`src/design/pwm_params.svh`:
```
`ifndef PWM_PARAMS_SVH
`define PWM_PARAMS_SVH

// ==================================================
// register offsets and reset values
`define PWM_OFS_CTRL    12'h000
`define PWM_OFS_PER0    12'h004
`define PWM_OFS_PER1    12'h008
`define PWM_CTRL_RST    32'h0000_0000
`define PWM_PER_RST     32'h0000_0000

// ==================================================
// control fields, channel 1 sits one stride above channel 0, except its busy flag, one bit above
`define PWM_F_EN        4
`define PWM_F_ACT       5
`define PWM_F_GATE      6
`define PWM_F_MODE      7
`define PWM_F_GO        8
`define PWM_F_BYP       9
`define PWM_CH_STRIDE   15
`define PWM_F_BUSY      28
`define PWM_CTRL_WMASK  32'h01ff_83ff
`define PWM_GO_MASK     32'h0080_0100

// ==================================================
// prescaler codes and ratios
`define PWM_PS_120      4'h0
`define PWM_PS_180      4'h1
`define PWM_PS_240      4'h2
`define PWM_PS_360      4'h3
`define PWM_PS_480      4'h4
`define PWM_PS_12K      4'h8
`define PWM_PS_24K      4'h9
`define PWM_PS_36K      4'ha
`define PWM_PS_48K      4'hb
`define PWM_PS_72K      4'hc
`define PWM_PS_ONE      4'hf
`define PWM_DIV_120     17'h0_0078
`define PWM_DIV_180     17'h0_00b4
`define PWM_DIV_240     17'h0_00f0
`define PWM_DIV_360     17'h0_0168
`define PWM_DIV_480     17'h0_01e0
`define PWM_DIV_12K     17'h0_2ee0
`define PWM_DIV_24K     17'h0_5dc0
`define PWM_DIV_36K     17'h0_8ca0
`define PWM_DIV_48K     17'h0_bb80
`define PWM_DIV_72K     17'h1_1940
`define PWM_DIV_ONE     17'h0_0001

`endif

```
`src/design/pwm_pkg.sv`:
```
package pwm_pkg;

  // ==================================================
  // channel sequencing
  typedef enum logic [2:0]
  {
    PWM_IDLE  = 3'b001,
    PWM_CYCLE = 3'b010,
    PWM_PULSE = 3'b100
  } pwm_chst_type;

  // ==================================================
  // whole module state
  typedef struct packed
  {
    logic [31:0]                  ctrl;
    logic [1:0][31:0]             per_new;
    logic [1:0][31:0]             per_cur;
    logic [1:0]                   busy;
    logic [1:0][16:0]             pdiv;
    logic [1:0][15:0]             cnt;
    pwm_chst_type [1:0]           st;
    logic [1:0]                   level;
    logic                         dsel;
    logic                         dwr;
    logic [11:0]                  daddr;
    logic [31:0]                  rdata;
  } pwm_state_type;

endpackage

```
`src/design/pwm_top.sv`:
```
// Our own choice: the AHB-Lite slave port.
`timescale 1ns/10ps
`default_nettype none
`include "pwm_params.svh"

// Summary of operation
// - per channel 16-bit counter restarts at period
// - period start drives active level, counter zero
// - mode bit picks cycle or single pulse
// - pins inverted pair; disabled still drives both
// - four-bit prescaler selects documented divide ratios
// - gate bit blocks or passes divided clock
// - active-level bit picks low or high
// - enable bit disables or enables channel
// - bypass bit routes reference oscillator to output
// - start bit emits one pulse, then self-clears
// - busy flag shows a period write not yet taken up
// - upper field N gives N+1 cycles
// - lower field N gives N active cycles
// - counter divides prescaled clock up to 65536
module pwm_top
  import pwm_pkg::*;
#(
  parameter logic [16:0] DIV_12K = `PWM_DIV_12K,
  parameter logic [16:0] DIV_24K = `PWM_DIV_24K,
  parameter logic [16:0] DIV_36K = `PWM_DIV_36K,
  parameter logic [16:0] DIV_48K = `PWM_DIV_48K,
  parameter logic [16:0] DIV_72K = `PWM_DIV_72K
)
(
  input  wire logic        hclk,
  input  wire logic        hresetn,
  input  wire logic        hsel,
  input  wire logic [31:0] haddr,
  input  wire logic [1:0]  htrans,
  input  wire logic        hwrite,
  input  wire logic [2:0]  hsize,
  input  wire logic [31:0] hwdata,
  input  wire logic        hready,
  output logic             hreadyout,
  output logic             hresp,
  output logic [31:0]      hrdata,
  input  wire logic        reference_oscillator,
  output logic [1:0]       modulated_output,
  output logic [1:0]       modulated_output_n
);

  // ==================================================
  // elaboration checks
  if (DIV_12K == '0 || DIV_24K == '0 || DIV_36K == '0 ||
      DIV_48K == '0 || DIV_72K == '0)
  begin : g_bad_div
    $error("prescaler ratios must be nonzero");
  end

  // ==================================================
  // helpers
  function automatic logic [16:0] pwm_ratio(input logic [3:0] code);
    logic [16:0] v;
    v = '0;
    case (code)
      `PWM_PS_120: v = `PWM_DIV_120;
      `PWM_PS_180: v = `PWM_DIV_180;
      `PWM_PS_240: v = `PWM_DIV_240;
      `PWM_PS_360: v = `PWM_DIV_360;
      `PWM_PS_480: v = `PWM_DIV_480;
      `PWM_PS_12K: v = DIV_12K;
      `PWM_PS_24K: v = DIV_24K;
      `PWM_PS_36K: v = DIV_36K;
      `PWM_PS_48K: v = DIV_48K;
      `PWM_PS_72K: v = DIV_72K;
      `PWM_PS_ONE: v = `PWM_DIV_ONE;
      // undefined codes stop the divider rather than guess a ratio
      default:     v = '0;
    endcase
    return v;
  endfunction

  function automatic logic [31:0] pwm_read(input pwm_state_type s,
                                           input logic [11:0]   a);
    logic [31:0] v;
    v = '0;
    if (a == `PWM_OFS_CTRL)
    begin
      v = s.ctrl;
      v[`PWM_F_BUSY]   = s.busy[0];
      v[`PWM_F_BUSY+1] = s.busy[1];
    end
    else if (a == `PWM_OFS_PER0)
      v = s.per_new[0];
    else if (a == `PWM_OFS_PER1)
      v = s.per_new[1];
    return v;
  endfunction

  // ==================================================
  // state
  pwm_state_type r_ff;
  pwm_state_type nxt_r;
  logic [1:0]    tick_c;
  logic [1:0]    bnd_c;
  logic          accept;
  logic          wr_ctrl;
  logic          wr_per0;
  logic          rd_ctrl;

  assign accept  = hsel && hready && htrans[1];
  assign wr_ctrl = r_ff.dsel && r_ff.dwr && r_ff.daddr == `PWM_OFS_CTRL;
  assign wr_per0 = r_ff.dsel && r_ff.dwr && r_ff.daddr == `PWM_OFS_PER0;
  // a control read in its address phase, watched by the busy check
  assign rd_ctrl = accept && !hwrite && haddr[11:0] == `PWM_OFS_CTRL;

  always_comb
  begin
    int          b;
    logic [16:0] ratio;
    logic        en;
    logic        act;
    logic        gate;
    logic        mode;
    logic        go;
    logic        byp;
    logic        lvl;
    logic [15:0] per_n;
    logic [15:0] act_n;
    b      = 0;
    ratio  = '0;
    en     = 1'b0;
    act    = 1'b0;
    gate   = 1'b0;
    mode   = 1'b0;
    go     = 1'b0;
    byp    = 1'b0;
    lvl    = 1'b0;
    per_n  = '0;
    act_n  = '0;
    nxt_r  = r_ff;
    tick_c = '0;
    bnd_c  = '0;
    for (int c = 0; c < 2; c++)
    begin
      b     = c * `PWM_CH_STRIDE;
      en    = r_ff.ctrl[b+`PWM_F_EN];
      act   = r_ff.ctrl[b+`PWM_F_ACT];
      gate  = r_ff.ctrl[b+`PWM_F_GATE];
      mode  = r_ff.ctrl[b+`PWM_F_MODE];
      go    = r_ff.ctrl[b+`PWM_F_GO];
      byp   = r_ff.ctrl[b+`PWM_F_BYP];
      ratio = pwm_ratio(r_ff.ctrl[b+:4]);
      per_n = r_ff.per_cur[c][31:16];
      act_n = r_ff.per_cur[c][15:0];
      // divider restarts whenever the gate closes, so a reopen is clean
      if (gate && ratio != '0)
      begin
        if (r_ff.pdiv[c] >= ratio - 17'h0_0001)
        begin
          nxt_r.pdiv[c] = '0;
          tick_c[c]     = 1'b1;
        end
        else
          nxt_r.pdiv[c] = r_ff.pdiv[c] + 17'h0_0001;
      end
      else
        nxt_r.pdiv[c] = '0;
      bnd_c[c] = tick_c[c] && r_ff.cnt[c] == per_n;
      if (r_ff.busy[c] && (r_ff.st[c] == PWM_IDLE || bnd_c[c]))
      begin
        nxt_r.per_cur[c] = r_ff.per_new[c];
        nxt_r.busy[c]    = 1'b0;
      end
      case (r_ff.st[c])
        PWM_IDLE:
        begin
          nxt_r.cnt[c] = '0;
          if (en && !mode)
            nxt_r.st[c] = PWM_CYCLE;
          else if (en && go)
            nxt_r.st[c] = PWM_PULSE;
        end
        PWM_CYCLE:
        begin
          if (!en || mode)
          begin
            nxt_r.st[c]  = PWM_IDLE;
            nxt_r.cnt[c] = '0;
          end
          else if (bnd_c[c])
            nxt_r.cnt[c] = '0;
          else if (tick_c[c])
            nxt_r.cnt[c] = r_ff.cnt[c] + 16'h0001;
        end
        PWM_PULSE:
        begin
          if (!en || r_ff.cnt[c] >= act_n)
          begin
            nxt_r.st[c]            = PWM_IDLE;
            nxt_r.cnt[c]           = '0;
            nxt_r.ctrl[b+`PWM_F_GO] = 1'b0;
          end
          else if (tick_c[c])
            nxt_r.cnt[c] = r_ff.cnt[c] + 16'h0001;
        end
        default:
          nxt_r.st[c] = PWM_IDLE;
      endcase
      // idle, disabled and pulse rest all show the inactive level
      lvl = !act;
      if (nxt_r.st[c] != PWM_IDLE && nxt_r.cnt[c] < nxt_r.per_cur[c][15:0])
        lvl = act;
      nxt_r.level[c] = byp ? reference_oscillator : lvl;
    end
    // bus writes land after the channel logic, so a write beats a clear
    if (r_ff.dsel && r_ff.dwr)
    begin
      if (r_ff.daddr == `PWM_OFS_CTRL)
        nxt_r.ctrl = (hwdata & `PWM_CTRL_WMASK) | (nxt_r.ctrl & `PWM_GO_MASK);
      else if (r_ff.daddr == `PWM_OFS_PER0)
      begin
        nxt_r.per_new[0] = hwdata;
        nxt_r.busy[0]    = 1'b1;
      end
      else if (r_ff.daddr == `PWM_OFS_PER1)
      begin
        nxt_r.per_new[1] = hwdata;
        nxt_r.busy[1]    = 1'b1;
      end
    end
    nxt_r.dsel  = accept;
    nxt_r.dwr   = hwrite;
    nxt_r.daddr = haddr[11:0];
    // read sees a write still in its data phase
    if (accept && !hwrite)
      nxt_r.rdata = pwm_read(nxt_r, haddr[11:0]);
  end

  always_ff @(posedge hclk or negedge hresetn)
  begin
    if (!hresetn)
    begin
      r_ff         <= '0;
      r_ff.ctrl    <= `PWM_CTRL_RST;
      r_ff.per_new <= {2{`PWM_PER_RST}};
      r_ff.per_cur <= {2{`PWM_PER_RST}};
      r_ff.st[0]   <= PWM_IDLE;
      r_ff.st[1]   <= PWM_IDLE;
    end
    else
      r_ff <= nxt_r;
  end

  // ==================================================
  // outputs
  assign hreadyout          = 1'b1;
  assign hresp              = 1'b0;
  assign hrdata             = r_ff.rdata;
  assign modulated_output   = r_ff.level;
  assign modulated_output_n = ~r_ff.level;
endmodule
`default_nettype wire

```
`config.mk`:
```
export PLATFORM = sky130hd
export DESIGN_NAME = pwm_top
export DESIGN_NICKNAME = d
export VERILOG_FILES = /design/src/design/pwm_pkg.sv /design/src/design/pwm_top.sv
export VERILOG_INCLUDE_DIRS = /design/src /design/src/design
export SDC_FILE = /design/constraint.sdc
export NUM_CORES = 1
export LEC_CHECK = 0
export ABC_AREA = 1
export BUFFER_PORTS_ARGS = -buffer_cell sky130_fd_sc_hd__buf_2
export CAP_MARGIN = 20
export CORE_MARGIN = 8
export CORE_UTILIZATION = 68
export CTS_BUF_LIST = sky130_fd_sc_hd__clkbuf_4
export CTS_CLUSTER_DIAMETER = 120
export DETAILED_ROUTE_END_ITERATION = 7
export PLACE_DENSITY_LB_ADDON = 0.2
export SETUP_SLACK_MARGIN = 0.2
export SYNTH_ARGS = -nofsm -noshare
export SYNTH_HDL_FRONTEND = slang
export SYNTH_SLANG_ARGS = --single-unit
```
`constraint.sdc`:
```
create_clock -name hclk -period 7.75 [get_ports hclk]
set_input_delay 0.775 -clock hclk [delete_from_list [all_inputs] [get_ports hclk]]
set_output_delay 0.775 -clock hclk [all_outputs]
set_load 0.005 [all_outputs]
```
==> summary.txt <==
Run status
  – Status: complete, no violations

Die
  – Die Wd: roughly 170 µm
  – Chip height: 169 µm
  – Die Area: 28600 µm²
  – Row cnt: 56
  – # IOs: 113
  – Starting density of the core: 68.5%
  – Core area: 23300 µm²

Final layout
  – Synthesis-to-layout area growth: 8.71%
  – Ratio of cells with drive above 1 in the final layout: roughly 14%
  – Final nets: 2219

Worst setup path
  – R2r worst-path depth: 32
  – Worst r2r src: r_ff[251]$_DFF_PN0_
  – Most frequent CP cell: nand2_1
  – Worst EP arrival: 6.17 ns
  – Critical Path Start: r_ff[251]$_DFF_PN0_
  – Critical Path End Type: flop
  – Kind of critical path: flop to flop
  – Worst Setup EP: modulated_output[0]$_DFF_PN0_
  – CP Max Fanout: 7
  – CP Data Required Time: 8.29 ns
  – Startpoint Class: flop
  – R2R setup slack: ~2.1 ns
  – R2r endpoint: modulated_output[0]$_DFF_PN0_
  – CP max stage delay: approximately 0.50 ns
  – Slowest cell on crit path: a2111oi_0

Logic synthesis
  – Ys flop type: dfrtp_1
  – Count of different cell masters after synthesis: 52
  – Mapped Avg Cell Area: 8.16 µm²
  – Area contributors post-synth: dfrtp_1 44%, nand2_1 9.8%, ha_1 8.8%, inv_1 6.7%, o21ai_0 5.2%
  – Most common library cells after synthesis: 415 x nand2_1, 283 x inv_1, 278 x dfrtp_1
  – Syn Nets: 2141
  – Top-area cell type share of the netlist area: 43.7%
  – Yosys reg bits: 280
  – Cells after synthesis: 1954
  – Synthesis Warnings: 0
  – Post-synthesis sequential area ratio: 44.0%
  – Cell taking the most area after synthesis: dfrtp_1
  – Most common cell in the synthesized netlist: nand2_1
  – Ys async rst share: 100%
  – Synth Cell Area: 15900 µm²
  – EDFF count, synth: 0

Timing
  – Minimum hold slack: 0.0826 ns
  – Worst Tran Pin Value: 1.03 ns
  – Slew Viols, Final: 0
  – Fin crit period: 5.63 ns
  – Tcrit/Tclk final: 72.7%
  – Fin Setup TNS: 0 ns
  – Unrepaired setup endpoints after global routing: false
  – Final hold violation count: 0
  – Max Clock Freq: 178 MHz
  – Final setup viols: 0
  – Max-slew headroom: slightly above 30%
  – Clock skew: 0.0508 ns

Drt
  – Met3 WL: 3.18 mm
  – Drt first pass iters: 5
  – Final ANT Viol Nets: 0
  – DR DRC count: 0
  – Wirelength per Cell: between 15 and 20 µm
  – Metal2 WL: 18.4 mm
  – Drt total wl: a little under 40 mm
  – Met1 Routed Length: 16.7 mm
  – Routed vias/inst: 5.59
  – Via count: 13400
  – Max layer used: met5
  – Iteration-0 DRC Markers: 1267

Placed design
  – DPL Wire Length: 28.2 mm
  – Routability cong.: ~0.93
  – PortBufs: 86

Job
  – Max Cap Viol: 0

CTS
  – CTS tree: done
  – Worst skew pair latency: between 0.6 and 0.7 ns
  – CTS sink cnt: 280
  – PostCTS Resize Cnt: 0
  – Max Buffers Root-to-Sink: 3
  – Hold buffer count at cts: 0
  – Setup Buffers After CTS: 0
  – Worst-path clk slew: 0.07 ns
  – CTS HTree Levels: 3
  – CTS buffer count: 75
  – Clock Tree Root: clkbuf_4

Power and ir drop
  – P per Cell Area: approximately 170 nW/µm²
  – Peak VDD IR: 0.127 mV
  – LEAKAGE: 0.00937 µW
  – Overall power: 2890 µW

GRT
  – Gr usage total: 28.2%
  – Antenna violations before repair: 2
  – Total congestion overflow: 0
  – First-pass GRT wire length: 65.2 mm
  – Largest net degree at the start of global routing: between 150 and 200
  – Vias in the first global route: 13500

Min path
  – Min-delay worst type: input port to async pin
==> metal layers <==
metal,GRT usage (%),up-vias
met2,45.3,513
met3,7.38,111
met5,0,-
li1,-,6514
met4,12.9,2
met1,35.5,6297
==> cell type report <==
| cell class | instances | area [µm²] |
|---|---|---|
| multi-input combinational | 1286 | 7340 |
| sequential | 280 | 7010 |
| fill | 1816 | 5940 |
| inverter | 295 | 1110 |
| clock buffer | 106 | 796 |
| timing repair buffer | 94 | 526 |
| tap | 319 | 399 |
| clock inverter | 21 | 136 |
| antenna | 1 | 2.50 |
==> layout by cell type, fill, tap and decap left out, types with 3 or more instances in the layout <==
cell type	Yosys	final
nand2_1	415	414
inv_1	283	283
dfrtp_1	278	278
o21ai_0	166	166
nor2_1	147	144
ha_1	112	112
clkbuf_4	0	106
buf_2	3	85
nand3_1	81	80
a21oi_1	68	68
nand4_1	53	53
nor3_1	37	37
o211ai_1	32	32
xnor2_1	30	30
xor2_1	24	24
mux2_2	21	21
clkinv_1	2	18
nand2_2	13	14
nor4_1	12	11
nor3b_1	10	10
inv_2	8	9
nand3_2	6	7
or2_2	7	7
nor2_4	4	6
nor2_2	5	6
buf_4	36	6
nand3b_1	4	4
a211oi_1	4	4
and2_0	3	3
o21bai_1	3	3
o21a_1	3	3
o21ai_1	3	3
o22ai_1	3	3
==> registers in the layout, summed over array words and instances, names as in the netlist <==
register          cells
modulated_output      2
r_ff                246
hrdata               32
==> through the flow <==
stage	worst slack (ns)	util (%)	area, µm²	instances
floorplan	3.15	-	15900	1954
global placement	2.30	70.4	16400	2273
detailed placement	2.16	70.4	16400	2273
CTS	2.16	74.4	17300	2400
global route	1.39	74.5	17300	2402
finish	2.12	74.5	17300	2402
==> power breakdown <==
part	leakage, µW	internal (µW)	switching (µW)
combinational	0.00539	29.4	74.0
clock	0.000549	694	606
sequential	0.00344	1480	8.11
==> worst min path at each step <==
stage / slack (ns) / cells after the start / endpoint
after detailed placement: 0.45 / 1 / r_ff[86]$_DFF_PN0_
final: 0.08 / 1 / r_ff[94]$_DFF_PN0_
after floorplan: 0.43 / 1 / r_ff[103]$_DFF_PN0_
after global routing: 0.12 / 1 / r_ff[96]$_DFF_PN0_
after CTS: 0.08 / 1 / r_ff[96]$_DFF_PN0_
after global placement: 0.45 / 1 / r_ff[86]$_DFF_PN0_
==> cell families (layout without fill, tap and decap cells) <==
family / Yosys count / count (layout) / synth area share [%]
XOR/XNOR: 54 / 54 / 2.97
other: 2 / 3 / 0.0471
adder cells (fa/ha/maj): 112 / 112 / 8.79
multiplexers: 21 / 21 / 1.48
buffers and inverters: 388 / 516 / 10.1
flip-flops: 280 / 280 / 44.0
AND/OR/NAND/NOR: 803 / 803 / 22.4
AO/OA/AOI/OAI: 294 / 294 / 10.2
==> worst max-delay path: cells and delay by family (launching register included) <==
kind | cells | cell delay [ns]
DFF | 1 | 0.47
adders and majority gates | 3 | 0.85
and+or+nand+nor | 20 | 2.72
AOI/OAI and AO/OA | 5 | 1.14
buffers and inverters | 4 | 0.34
Power figures use the tool's default switching activity.
